===== config.mk =====
export PLATFORM = sky130hd
export DESIGN_NAME = ebwsi_top
export DESIGN_NICKNAME = d
export VERILOG_FILES = /design/src/rtl/ebwsi_pkg.sv /design/src/rtl/ebwsi_arbiter.sv /design/src/rtl/ebwsi_top.sv /design/src/rtl/ebwsi_wait_counter.sv
export VERILOG_INCLUDE_DIRS = /design/src /design/src/rtl
export SDC_FILE = /design/constraint.sdc
export NUM_CORES = 1
export LEC_CHECK = 0
export BUFFER_PORTS_ARGS = -buffer_cell sky130_fd_sc_hd__buf_2
export CORE_ASPECT_RATIO = 0.75
export CORE_MARGIN = 2
export CORE_UTILIZATION = 50
export CTS_CLUSTER_SIZE = 30
export DETAILED_ROUTE_END_ITERATION = 10
export PLACE_DENSITY = 0.78
export SLEW_MARGIN = 30
export SYNTH_ARGS = -nofsm -noshare
export SYNTH_HDL_FRONTEND = slang
export SYNTH_SLANG_ARGS = --single-unit

===== constraint.sdc =====
create_clock -name SYS_CLK -period 3.15 [get_ports SYS_CLK]
set_clock_uncertainty 0.1 [all_clocks]
set_input_delay 0.1575 -clock SYS_CLK [delete_from_list [all_inputs] [get_ports SYS_CLK]]
set_output_delay 0.1575 -clock SYS_CLK [all_outputs]
set_load 0.03 [all_outputs]

===== src/rtl/ebwsi_defs.svh =====
`ifndef EBWSI_DEFS_SVH
`define EBWSI_DEFS_SVH

// on-chip wait-state configuration register in I/O space
`define EBWSI_WSCFG_ADDR   16'hFFFF
`define EBWSI_WSCFG_RESET  16'h01FF
// per-space wait-count fields of the configuration register
`define EBWSI_WS_W         3
`define EBWSI_PS_LSB       0
`define EBWSI_DS_LSB       3
`define EBWSI_IS_LSB       6
// data-space address bit that marks the externally reachable upper half
`define EBWSI_UPPER_BIT    15
// global window bounds compare on the upper address byte
`define EBWSI_GLB_HI       15
`define EBWSI_GLB_LO       8
`define EBWSI_GLB_NONE     8'h00

`endif


===== src/rtl/ebwsi_pkg.sv =====
package ebwsi_pkg;

  // address space of a request
  typedef enum logic [1:0] {
    EBWSI_SP_PROG = 2'b00,
    EBWSI_SP_DATA = 2'b01,
    EBWSI_SP_IO   = 2'b10,
    EBWSI_SP_NONE = 2'b11
  } ebwsi_space_e;

  // which internal request owns the external bus
  typedef enum logic [1:0] {
    EBWSI_OWN_NONE = 2'b00,
    EBWSI_OWN_WR   = 2'b01,
    EBWSI_OWN_RD   = 2'b10,
    EBWSI_OWN_PF   = 2'b11
  } ebwsi_owner_e;

  // external cycle sequencer
  typedef enum logic [2:0] {
    EBWSI_ST_IDLE   = 3'b000,
    EBWSI_ST_WSETUP = 3'b001,
    EBWSI_ST_STROBE = 3'b010,
    EBWSI_ST_SWAIT  = 3'b011,
    EBWSI_ST_RWAIT  = 3'b100,
    EBWSI_ST_CAPT   = 3'b101
  } ebwsi_state_e;

endpackage


===== src/rtl/ebwsi_arbiter.sv =====
`timescale 1ns/1ps

// fixed priority among pending off-chip requests of one machine cycle
module ebwsi_arbiter
  import ebwsi_pkg::*;
(
  input  wire logic         wr_req,
  input  wire logic         rd_req,
  input  wire logic         pf_req,
  output ebwsi_owner_e      grant
);

  // write before read before fetch
  always_comb begin
    if (wr_req) begin
      grant = EBWSI_OWN_WR;
    end else if (rd_req) begin
      grant = EBWSI_OWN_RD;
    end else if (pf_req) begin
      grant = EBWSI_OWN_PF;
    end else begin
      grant = EBWSI_OWN_NONE;
    end
  end

endmodule


===== src/rtl/ebwsi_top.sv =====
// How it works
// Any access to an illegal address pulses the non-maskable interrupt output.
// Program, data, I/O spaces: 16-bit address and data, one select per space.
// Only upper 32K data words go off-chip; on-chip memory claims its range first.
// Upper data half is split local/global by a run-time global window setting.
// Global data access drives bus request low from the access start.
// Global memory arbitrates, completes, then raises READY.
// Same-cycle off-chip requests run write first, then read, then fetch.
// Read/not-write output shows direction of the current external cycle.
// Active-low access strobe frames every external cycle.
// Separate active-low read and write strobes mark the cycle kind.
// I/O accesses use the same buses and timing, only their select differs.
// Reads with no wait states requested take a single strobe cycle.
// Every external write takes at least two output cycles.
// Write data drive starts and stops half a cycle apart from the strobe.
// Each wait state adds exactly one output cycle, on cycle boundaries.
// READY low extends one cycle then resamples; finish only on READY high.
// READY is ignored for internal accesses.
// Zero to seven software wait states, per program, data and I/O space.
// Wait counts live in a configuration register at I/O address FFFFh.
// Software relying on READY programs at least one software wait state.
// Software wait states come first, then READY extends cycle by cycle.
`timescale 1ns/1ps
`include "ebwsi_defs.svh"

module ebwsi_top
  import ebwsi_pkg::*;
#(
  parameter int ADDR_W = 16,
  parameter int DATA_W = 16
) (
  input  wire logic              SYS_CLK,
  input  wire logic              RST_N,
  input  wire logic              WR_REQ,
  input  wire logic [1:0]        WR_SPACE,
  input  wire logic [ADDR_W-1:0] WR_ADDR,
  input  wire logic [DATA_W-1:0] WR_DATA,
  input  wire logic              WR_ONCHIP,
  output logic                   WR_DONE,
  input  wire logic              RD_REQ,
  input  wire logic [1:0]        RD_SPACE,
  input  wire logic [ADDR_W-1:0] RD_ADDR,
  input  wire logic              RD_ONCHIP,
  output logic                   RD_DONE,
  output logic [DATA_W-1:0]      RD_DATA,
  input  wire logic              PF_REQ,
  input  wire logic [ADDR_W-1:0] PF_ADDR,
  input  wire logic              PF_ONCHIP,
  output logic                   PF_DONE,
  output logic [DATA_W-1:0]      PF_DATA,
  input  wire logic [7:0]        GLOBAL_WINDOW_CONFIG,
  output logic [ADDR_W-1:0]      EXT_ADDR,
  output logic [DATA_W-1:0]      EXT_DATA_OUT,
  output logic                   EXT_DATA_OE,
  input  wire logic [DATA_W-1:0] EXT_DATA_IN,
  output logic                   PROGRAM_SPACE_SELECT_N,
  output logic                   DATA_SPACE_SELECT_N,
  output logic                   IO_SPACE_SELECT_N,
  output logic                   READ_NOT_WRITE,
  output logic                   ACCESS_STROBE_N,
  output logic                   READ_STROBE_N,
  output logic                   WRITE_STROBE_N,
  output logic                   GLOBAL_BUS_REQUEST_N,
  input  wire logic              READY,
  output logic                   OUTPUT_CYCLE_CLOCK,
  output logic                   NMI_PULSE,
  output logic [15:0]            WAIT_COUNT_CONFIG
);

  typedef struct packed {
    logic              phase;
    ebwsi_state_e      st;
    ebwsi_owner_e      owner;
    logic [ADDR_W-1:0] addr;
    logic [DATA_W-1:0] wdata;
    logic              oe;
    logic              rnw;
    logic              acc_n;
    logic              rd_n;
    logic              we_n;
    logic              ps_n;
    logic              ds_n;
    logic              is_n;
    logic              br_n;
    logic              nmi;
    logic              wr_done;
    logic              rd_done;
    logic              pf_done;
    logic [DATA_W-1:0] rd_data;
    logic [DATA_W-1:0] pf_data;
    logic [15:0]       wscfg;
    logic              ready_m;
    logic              ready_s;
    logic [DATA_W-1:0] din_m;
    logic [DATA_W-1:0] din_s;
  } ebwsi_top_s;
  localparam ebwsi_top_s RST_VAL = '{
    st:      EBWSI_ST_IDLE,
    owner:   EBWSI_OWN_NONE,
    rnw:     1'b1,
    acc_n:   1'b1,
    rd_n:    1'b1,
    we_n:    1'b1,
    ps_n:    1'b1,
    ds_n:    1'b1,
    is_n:    1'b1,
    br_n:    1'b1,
    wscfg:   `EBWSI_WSCFG_RESET,
    default: '0
  };
  ebwsi_top_s            r;
  ebwsi_top_s            n;
  ebwsi_owner_e          grant;
  ebwsi_space_e          cur_space;
  logic [ADDR_W-1:0]     cur_addr;
  logic                  cur_onchip;
  logic                  cur_write;
  logic                  cur_illegal;
  logic                  cur_global;
  logic                  ws_zero;
  logic                  ws_load;
  logic                  ws_tick;
  logic [`EBWSI_WS_W-1:0] ws_val;
  logic                  boundary;
  logic                  finish_strobe;
  ebwsi_arbiter u_arb (
    .wr_req (WR_REQ),
    .rd_req (RD_REQ),
    .pf_req (PF_REQ),
    .grant  (grant)
  );
  ebwsi_wait_counter #(
    .CNT_W (`EBWSI_WS_W)
  ) u_wcnt (
    .clk      (SYS_CLK),
    .rst_n    (RST_N),
    .load     (ws_load),
    .load_val (ws_val),
    .tick     (ws_tick),
    .zero     (ws_zero)
  );
  // route the granted request's attributes
  always_comb begin
    cur_space  = EBWSI_SP_NONE;
    cur_addr   = '0;
    cur_onchip = 1'b0;
    cur_write  = 1'b0;
    case (grant)
      EBWSI_OWN_WR: begin
        cur_space  = ebwsi_space_e'(WR_SPACE);
        cur_addr   = WR_ADDR;
        cur_onchip = WR_ONCHIP;
        cur_write  = 1'b1;
      end
      EBWSI_OWN_RD: begin
        cur_space  = ebwsi_space_e'(RD_SPACE);
        cur_addr   = RD_ADDR;
        cur_onchip = RD_ONCHIP;
      end
      EBWSI_OWN_PF: begin
        cur_space  = EBWSI_SP_PROG;
        cur_addr   = PF_ADDR;
        cur_onchip = PF_ONCHIP;
      end
      default: cur_space = EBWSI_SP_NONE;
    endcase
  end
  // lower data half belongs to peripherals, so off-chip it is illegal
  assign cur_illegal = (cur_space == EBWSI_SP_NONE) ||
                       ((cur_space == EBWSI_SP_DATA) && !cur_addr[`EBWSI_UPPER_BIT]);

  // window value zero leaves the whole upper half local
  assign cur_global = (cur_space == EBWSI_SP_DATA) &&
                      (GLOBAL_WINDOW_CONFIG != `EBWSI_GLB_NONE) &&
                      (cur_addr[`EBWSI_GLB_HI:`EBWSI_GLB_LO] >= GLOBAL_WINDOW_CONFIG);
  // software wait count of the granted space
  always_comb begin
    case (cur_space)
      EBWSI_SP_PROG: ws_val = r.wscfg[`EBWSI_PS_LSB +: `EBWSI_WS_W];
      EBWSI_SP_DATA: ws_val = r.wscfg[`EBWSI_DS_LSB +: `EBWSI_WS_W];
      EBWSI_SP_IO:   ws_val = r.wscfg[`EBWSI_IS_LSB +: `EBWSI_WS_W];
      default:       ws_val = '0;
    endcase
  end

  // output cycles are two system clocks; phase 1 is the second half
  assign boundary = r.phase;
  // sequencer: all pin decisions made here, registered below
  always_comb begin
    n             = r;
    n.phase       = ~r.phase;
    n.ready_m     = READY;
    n.ready_s     = r.ready_m;
    n.din_m       = EXT_DATA_IN;
    n.din_s       = r.din_m;
    n.nmi         = 1'b0;
    n.wr_done     = 1'b0;
    n.rd_done     = 1'b0;
    n.pf_done     = 1'b0;
    ws_load       = 1'b0;
    ws_tick       = 1'b0;
    finish_strobe = 1'b0;
    case (r.st)
      EBWSI_ST_IDLE: begin
        if (boundary && (grant != EBWSI_OWN_NONE)) begin
          if (cur_onchip) begin
            // internal memory answers; no external cycle, READY unused
            n.wr_done = (grant == EBWSI_OWN_WR);
            n.rd_done = (grant == EBWSI_OWN_RD);
            n.pf_done = (grant == EBWSI_OWN_PF);
          end else if ((cur_space == EBWSI_SP_IO) && (cur_addr == `EBWSI_WSCFG_ADDR)) begin
            // configuration register is internal, READY unused
            if (cur_write) begin
              n.wscfg   = WR_DATA[15:0];
              n.wr_done = 1'b1;
            end else begin
              n.rd_data = r.wscfg;
              n.rd_done = 1'b1;
            end
          end else if (cur_illegal) begin
            // access is dropped and the interrupt lets software recover
            n.nmi     = 1'b1;
            n.wr_done = (grant == EBWSI_OWN_WR);
            n.rd_done = (grant == EBWSI_OWN_RD);
            n.pf_done = (grant == EBWSI_OWN_PF);
          end else begin
            n.owner = grant;
            n.addr  = cur_addr;
            n.wdata = WR_DATA;
            n.rnw   = ~cur_write;
            n.ps_n  = ~(cur_space == EBWSI_SP_PROG);
            n.ds_n  = ~(cur_space == EBWSI_SP_DATA);
            n.is_n  = ~(cur_space == EBWSI_SP_IO);
            n.br_n  = ~cur_global;
            ws_load = 1'b1;
            if (cur_write) begin
              n.st = EBWSI_ST_WSETUP;
            end else begin
              n.st    = EBWSI_ST_STROBE;
              n.acc_n = 1'b0;
              n.rd_n  = 1'b0;
            end
          end
        end
      end
      EBWSI_ST_WSETUP: begin
        // extra write cycle; data drive starts half a cycle in
        if (!boundary) begin
          n.oe = 1'b1;
        end else begin
          n.st    = EBWSI_ST_STROBE;
          n.acc_n = 1'b0;
          n.we_n  = 1'b0;
        end
      end
      EBWSI_ST_STROBE, EBWSI_ST_SWAIT: begin
        if (boundary) begin
          if (!ws_zero) begin
            ws_tick = 1'b1;
            n.st    = EBWSI_ST_SWAIT;
          end else if (r.ready_s) begin
            finish_strobe = 1'b1;
          end else begin
            n.st = EBWSI_ST_RWAIT;
          end
        end
      end
      EBWSI_ST_RWAIT: begin
        // one cycle per low sample of READY
        if (boundary && r.ready_s) begin
          finish_strobe = 1'b1;
        end
      end
      EBWSI_ST_CAPT: begin
        // write drive released half a cycle after the strobe rises
        if (!boundary) begin
          n.oe = 1'b0;
        end else begin
          if (r.owner == EBWSI_OWN_RD) begin
            n.rd_data = r.din_s;
          end
          if (r.owner == EBWSI_OWN_PF) begin
            n.pf_data = r.din_s;
          end
          n.wr_done = (r.owner == EBWSI_OWN_WR);
          n.rd_done = (r.owner == EBWSI_OWN_RD);
          n.pf_done = (r.owner == EBWSI_OWN_PF);
          n.owner   = EBWSI_OWN_NONE;
          n.rnw     = 1'b1;
          n.ps_n    = 1'b1;
          n.ds_n    = 1'b1;
          n.is_n    = 1'b1;
          n.br_n    = 1'b1;
          n.st      = EBWSI_ST_IDLE;
        end
      end
      default: n.st = EBWSI_ST_IDLE;
    endcase
    // strobes rise together on a cycle boundary
    if (finish_strobe) begin
      n.acc_n = 1'b1;
      n.rd_n  = 1'b1;
      n.we_n  = 1'b1;
      n.st    = EBWSI_ST_CAPT;
    end
  end
  always_ff @(posedge SYS_CLK) begin
    if (!RST_N) begin
      r <= RST_VAL;
    end else begin
      r <= n;
    end
  end

  // every output straight from the state register
  assign WR_DONE                = r.wr_done;
  assign RD_DONE                = r.rd_done;
  assign RD_DATA                = r.rd_data;
  assign PF_DONE                = r.pf_done;
  assign PF_DATA                = r.pf_data;
  assign EXT_ADDR               = r.addr;
  assign EXT_DATA_OUT           = r.wdata;
  assign EXT_DATA_OE            = r.oe;
  assign PROGRAM_SPACE_SELECT_N = r.ps_n;
  assign DATA_SPACE_SELECT_N    = r.ds_n;
  assign IO_SPACE_SELECT_N      = r.is_n;
  assign READ_NOT_WRITE         = r.rnw;
  assign ACCESS_STROBE_N        = r.acc_n;
  assign READ_STROBE_N          = r.rd_n;
  assign WRITE_STROBE_N         = r.we_n;
  assign GLOBAL_BUS_REQUEST_N   = r.br_n;
  assign OUTPUT_CYCLE_CLOCK     = r.phase;
  assign NMI_PULSE              = r.nmi;
  assign WAIT_COUNT_CONFIG      = r.wscfg;

endmodule


===== src/rtl/ebwsi_wait_counter.sv =====
`timescale 1ns/1ps

// down-counter for software wait states, one tick per output cycle
module ebwsi_wait_counter
  import ebwsi_pkg::*;
#(
  parameter int CNT_W = 3
) (
  input  wire logic             clk,
  input  wire logic             rst_n,
  input  wire logic             load,
  input  wire logic [CNT_W-1:0] load_val,
  input  wire logic             tick,
  output logic                  zero
);

  typedef struct packed {
    logic [CNT_W-1:0] cnt;
  } ebwsi_wcnt_s;

  ebwsi_wcnt_s r;
  ebwsi_wcnt_s n;

  // load wins over tick; a tick at zero is held at zero
  always_comb begin
    n = r;
    if (load) begin
      n.cnt = load_val;
    end else if (tick && (r.cnt != '0)) begin
      n.cnt = r.cnt - 1'b1;
    end
  end

  always_ff @(posedge clk) begin
    if (!rst_n) begin
      r <= '0;
    end else begin
      r <= n;
    end
  end

  assign zero = (r.cnt == '0);

endmodule


# Word level (Yosys, flattened, before mapping)
# Cells that the tools add are included.
# Widths: inputs -> output; s select.
[word_totals]
ram_bits = 0
word_cells = 179
mem_bits_ro = 0
output_inout_bits = 94
n_memories = 0
reg_bits = 136
latch_bits = 0
inputBits = 101
[classes]
div = 0
n_shift = 0
n_lt_le_gt_ge = 1
eq_ne = 37
n_mul = 0
n_mux = 67
bitwise = 13
reduce_logical = 33
add_sub_neg = 1
[op_table]
columns = ["cell", "count"]
rows = [
  ["$mux 37", 4],
  ["$mux 16", 5],
  ["$pmux 16 s3", 1],
  ["$pmux 19 s2", 1],
  ["$mux 3", 12],
  ["$mux 35", 1],
  ["$ne 2x2->1 const B", 13],
  ["$mux 24", 1],
  ["$ne 3x3->1 const B", 8],
  ["$mux 1", 20],
  ["$reduce_and 9->1", 2],
  ["$eq 16x16->1 const B", 1],
  ["$mux 5", 3],
  ["$pmux 3 s5", 1],
  ["$reduce_and 7->1", 2],
  ["$not 1->1", 13],
  ["$eq 2x2->1 const B", 6],
  ["$mux 2", 6],
  ["$mux 4", 3],
  ["$reduce_and 6->1", 2],
  ["$reduce_and 5->1", 2],
  ["$reduce_bool 2->1", 5],
  ["$pmux 3 s3", 1],
  ["$ge 8x8->1", 1],
  ["other kinds (22)", 38],
]

# Logic depth before layout (Yosys ltp)
[logic_depth]
word_depth = 14
depth_mapped = 12
mapped_depth_nobuf = 10

# Hierarchy
# A second synthesis with hierarchy kept.
[hier_totals]
hier_cells = 815
hier_area_um2 = 6922.9
[modules_own_cells]
columns = ["mod", "cells_each", "instances", "area_per_inst_um2"]
rows = [
  ["ebwsi_top", 790, 1, 6718.9],
  ["ebwsi_wait_counter", 21, 1, 185.2],
  ["ebwsi_arbiter", 4, 1, 18.8],
]

# Worst setup path after synthesis
# Ideal clock, no wire load.
[synth_timing]
kind = "input to register"
from = "input PF_REQ"
to = "register r[129] (netlist bit)"
cell_stages = 8
path_slack_ns = 0.961
t_arrival_ns = 1.967
n_path_buf = 1
setup_time_ns = 0.122
required_time_ns = 2.928
cell_sequence = "buf_2 > and2b_4 > o31ai_4 > a21boi_1 > nand2b_1 > nor3_2 > or4_1 > o311a_1"
[synth_between]
elab_chain_cells = 12
word_cells_on_any_way = 32
classes_between = "eq/ne (11); mux (14); reduce/logical (7)"
[synth_lines]
columns = ["item", "line", "rtl"]
rows = [
  ["start: declaration", "ebwsi_top.sv:46", "input wire logic PF_REQ,"],
  ["$mux 2 (*)", "ebwsi_arbiter.sv:19", "end else if (pf_req) begin"],
  ["$mux 2 (*)", "ebwsi_arbiter.sv:17", "end else if (rd_req) begin"],
  ["$mux 2 (*)", "ebwsi_arbiter.sv:15", "if (wr_req) begin"],
  ["$eq 2x1->1", "ebwsi_top.sv:148", "case (grant)"],
  ["$mux 1", "ebwsi_top.sv:148", ""],
  ["$mux 2", "ebwsi_top.sv:236", "if (cur_write) begin"],
  ["$mux 37", "ebwsi_top.sv:220", "end else if (cur_illegal) begin"],
  ["$mux 37", "ebwsi_top.sv:211", "end else if ((cur_space == EBWSI_SP_IO) && (cur_addr == `EBWSI_WSCFG_ADDR)) begin"],
  ["$mux 37", "ebwsi_top.sv:206", "if (cur_onchip) begin"],
  ["$mux 37", "ebwsi_top.sv:205", "if (boundary && (grant != EBWSI_OWN_NONE)) begin"],
  ["$pmux 3 s5", "ebwsi_top.sv:203", "case (r.st)"],
  ["$mux 3", "ebwsi_top.sv:300", "if (finish_strobe) begin"],
  ["end signal: assignment", "ebwsi_top.sv:311", "r <= n;"],
  ["end: declaration", "ebwsi_top.sv:111", "ebwsi_top_s r;"],
]
# Mark *: on every way between the ends. The rest lies on a longest branch, timed or not. The select of a mux whose other input is x is not followed.
# A chain may end at the register's enable or synchronous reset.

# Final worst setup path
[layout_timing]
from = "input RD_REQ"
to = "register r, in the netlist RD_DATA[12]"
[layout_between]
elab_chain_cells = 8
word_cells_on_any_way = 19
classes_between = "eq/ne (9); mux (6); reduce/logical (4)"
[layout_lines]
columns = ["item", "line", "rtl"]
rows = [
  ["start: declaration", "ebwsi_top.sv:40", "input wire logic RD_REQ,"],
  ["$mux 2 (*)", "ebwsi_arbiter.sv:17", ""],
  ["$mux 2 (*)", "ebwsi_arbiter.sv:15", ""],
  ["$eq 2x2->1 or $eq 2x1->1 (tied branches)", "ebwsi_top.sv:148", ""],
  ["$pmux 16 s3 (*)", "ebwsi_top.sv:148", ""],
  ["via cur_addr[11]", "ebwsi_top.sv:115", "logic [ADDR_W-1:0] cur_addr;"],
  ["$eq 16x16->1 (no source line) (*)", "n/a", ""],
  ["$logic_and 1x1->1 (*)", "ebwsi_top.sv:211", ""],
  ["$ne 2x2->1 (no source line) (*)", "n/a", ""],
  ["$reduce_and 7->1 (no source line) (*)", "n/a", ""],
]
# The timed path passes the listed nets; every way through them passes the cells marked *.

==> flow_metrics.env <==
export IMPL_status="completed"
export IMPL_synth_edf_count=0
export IMPL_ctsResizeCount=0
export IMPL_ys_ff_latch=136
export IMPL_postRouteAntennaNets=0
export IMPL_via_count=5612
export IMPL_placementRows=36
export IMPL_ff2ff_path_depth=6
export IMPL_cts_root_buf="clkbuf_16"
export IMPL_fin_tns_setup_ns=0
export IMPL_rsz0062_at_grt="no"
export IMPL_yosysWarnings=0
export IMPL_postCtsSetupBuffers=0
export IMPL_required_ns=3.35
export IMPL_grt_max_degree=79
export IMPL_post_route_drc_count=0
export IMPL_viasPerCell=5.27
export IMPL_period_share_pct=80.1
export IMPL_area_growth_pct=20.8
export IMPL_synth_cells=749
export IMPL_power_leakage_nw=3.73
export IMPL_initial_core_util_pct=51.1
export IMPL_drv_slew=0
export IMPL_post_dp_hpwl_mm=12.0
export IMPL_synth_main_ff_cell="dfxtp_1"
export IMPL_wl_per_cell_microns=16.3
export IMPL_tightestPinTransition_ns=0.775
export IMPL_dieArea_sq_um=14200
export IMPL_gp_congestion=0.879
export IMPL_grt_use_total_pct=24.4
export IMPL_slew_headroom_pct=48.2
export IMPL_clkSinkCount=136
export IMPL_min_path_cells=4
export IMPL_antenna_cells=0
export IMPL_drive_gt1_share_pct=29.3
export IMPL_max_cap_violations=0
export IMPL_core_sq_um=13000
export IMPL_finalHoldViolations=0
export IMPL_synth_fp_nets=860
export IMPL_cts_tree="done"
export IMPL_htree_num_levels=4
export IMPL_max_vdd_ir_drop_uv=388
export IMPL_drt_pre_antenna_iters=4
export IMPL_async_reset_ff_share_pct=0
export IMPL_cp_end_kind="flop"
export IMPL_fp_dieW_microns=137
export IMPL_total_power_mw=4.46
export IMPL_fmax_mhz=396
export IMPL_critPathArrivalTime_ns=2.73
export IMPL_ys_seq_area_share_pct=41.1
export IMPL_syn_area_sq_um=6620
export IMPL_cts_hold_buf=33
export IMPL_finalSetupViolations=0
export IMPL_post_route_util_pct=61.7
export IMPL_pin_count=195
export IMPL_layout_cells_most_common="buf_2"
export IMPL_grt_pass1_wl_mm=27.3
export IMPL_syn_area_per_cell_sq_um=8.84
export IMPL_insertion_delay_ns=0.41
export IMPL_grt_overflow_total=0
export IMPL_cp_start_kind="input pin"
export IMPL_antenna_found_initial=0
export IMPL_crit_fanout=40
export IMPL_p_per_area_nw_per_um2=557
export IMPL_layout_common_cells="buf_2, nand2_1, dfxtp_1"
export IMPL_finalCriticalPeriod_ns=2.52
export IMPL_die_y_microns=104
export IMPL_finalNetCount=992
export IMPL_path_clk_slew_ns=0.06
export IMPL_first_iter_violations=502
export IMPL_numCtsBuffers=17
export IMPL_crit_type="in2reg"
export IMPL_hold_path_class="in2reg"
export IMPL_grt_pass1_vias=5227
export IMPL_cts_buffer_depth=2
export IMPL_wl_mm=17.4
export IMPL_io_buffers=194
export IMPL_yosys_cell_types_count=56
## cells by family (layout without fill, tap and decap cells)
| logic type | Yosys count | in the layout | synth area share (%) |
|---|---|---|---|
| compound gates | 163 | 163 | 18.6 |
| simple gates | 279 | 279 | 21.8 |
| xor+xnor | 3 | 3 | 0.397 |
| flops | 136 | 136 | 41.1 |
| mux | 19 | 19 | 2.87 |
| buf+inv | 139 | 284 | 13.4 |
| fa+ha+maj | 10 | 10 | 1.89 |
## state kept, by name, indices dropped and copies added, names as in the netlist, 3 cells and up
name               count
WAIT_COUNT_CONFIG     16
r                     22
EXT_ADDR              16
EXT_DATA_OUT          16
RD_DATA               16
u_wcnt.r               3
n                     17
PF_DATA               16
## routing by layer
metal	wire (microns)	part of all wire, %	up-vias	global-route usage [%]
met5	0	0	-	0
met2	7440	43	216	34.8
met1	8440	49	2617	36.8
li1	-	-	2747	-
met3	1250	7.2	32	5.48
met4	245	1.4	0	6.77
## synthesized netlist by cell type (2+ instances only)
library cell / number / area share [%]
buf_6: 4 / 0.68
o311a_1: 2 / 0.30
nand4_1: 4 / 0.38
a21boi_1: 35 / 4.0
and3_1: 3 / 0.28
xnor2_1: 2 / 0.26
buf_4: 85 / 9.6
dfxtp_1: 136 / 41
a21oi_2: 11 / 1.5
mux2i_1: 19 / 2.9
inv_1: 11 / 0.62
nand3_1: 7 / 0.53
o21a_1: 2 / 0.23
o211a_1: 18 / 2.7
a21oi_1: 29 / 2.2
a21o_1: 4 / 0.45
clkbuf_1: 27 / 1.5
nand2b_1: 7 / 0.66
a21boi_0: 16 / 1.8
a211oi_1: 2 / 0.23
nand3b_1: 18 / 2.0
o31a_1: 3 / 0.40
nor4_1: 3 / 0.28
o211ai_1: 6 / 0.68
ha_1: 10 / 1.9
buf_2: 12 / 0.91
nor2_1: 9 / 0.51
o31ai_1: 2 / 0.23
and2_1: 40 / 3.8
nor3b_1: 3 / 0.34
a22oi_1: 17 / 1.9
nor3_1: 5 / 0.38
o21ai_0: 8 / 0.60
or4_1: 3 / 0.34
nand2_1: 138 / 7.8
nor2b_1: 28 / 2.6
## where the power goes
group	leakage (nW)	switching, mW	internal (mW)
logic	2.34	0.388	0.270
registers	1.11	0.0516	1.79
clock network	0.287	0.777	1.18
total	3.73	1.22	3.24
## final timing paths
| check | start | endpoint | slack (ns) |
|---|---|---|---|
| worst max-delay path | RD_REQ | RD_DATA[12]$_SDFFE_PN0P_ | 0.63 |
| worst min-delay path | PF_ONCHIP | RD_DONE$_SDFF_PN0_ | 0.01 |
| worst max register to register | r[131]$_SDFFE_PN0P_ | u_wcnt.r[0]$_SDFFE_PN0P_ | 0.63 |
| worst min register to register | n[6]$_SDFF_PN0_ | r[6]$_SDFF_PN0_ | 0.33 |
## cell type report
cell class	instances	area [sq um]
multi-input combinational	474	3020
sequential	136	2720
clock inverter	11	111
inverter	11	41.3
fill	1122	4970
clock buffer	21	480
tap	171	214
timing repair buffer	241	1410
## worst max-delay path, cell delays in order
cell     delay (ns)
buf_2          0.46
a21oi_1        0.17
a21oi_2        0.24
nand4_1        0.25
nor4_2         0.53
a21bo_2        0.60
nand2_1        0.14
o211a_1        0.17
## metrics by stage
stage          cells  hold WS, ns  setup slack, ns  area [sq um]
2_1_floorplan    749        0.183            0.961          6620
3_3_place_gp    1000        0.265            0.338          7080
3_5_place_dp    1000        0.266            0.266          7080
4_1_cts         1065      0.00559            0.638          8000
5_1_grt         1065       0.0238            0.372          8000
6_report        1065       0.0128            0.627          8000
No activity file was read; power rests on OpenSTA's default activity.
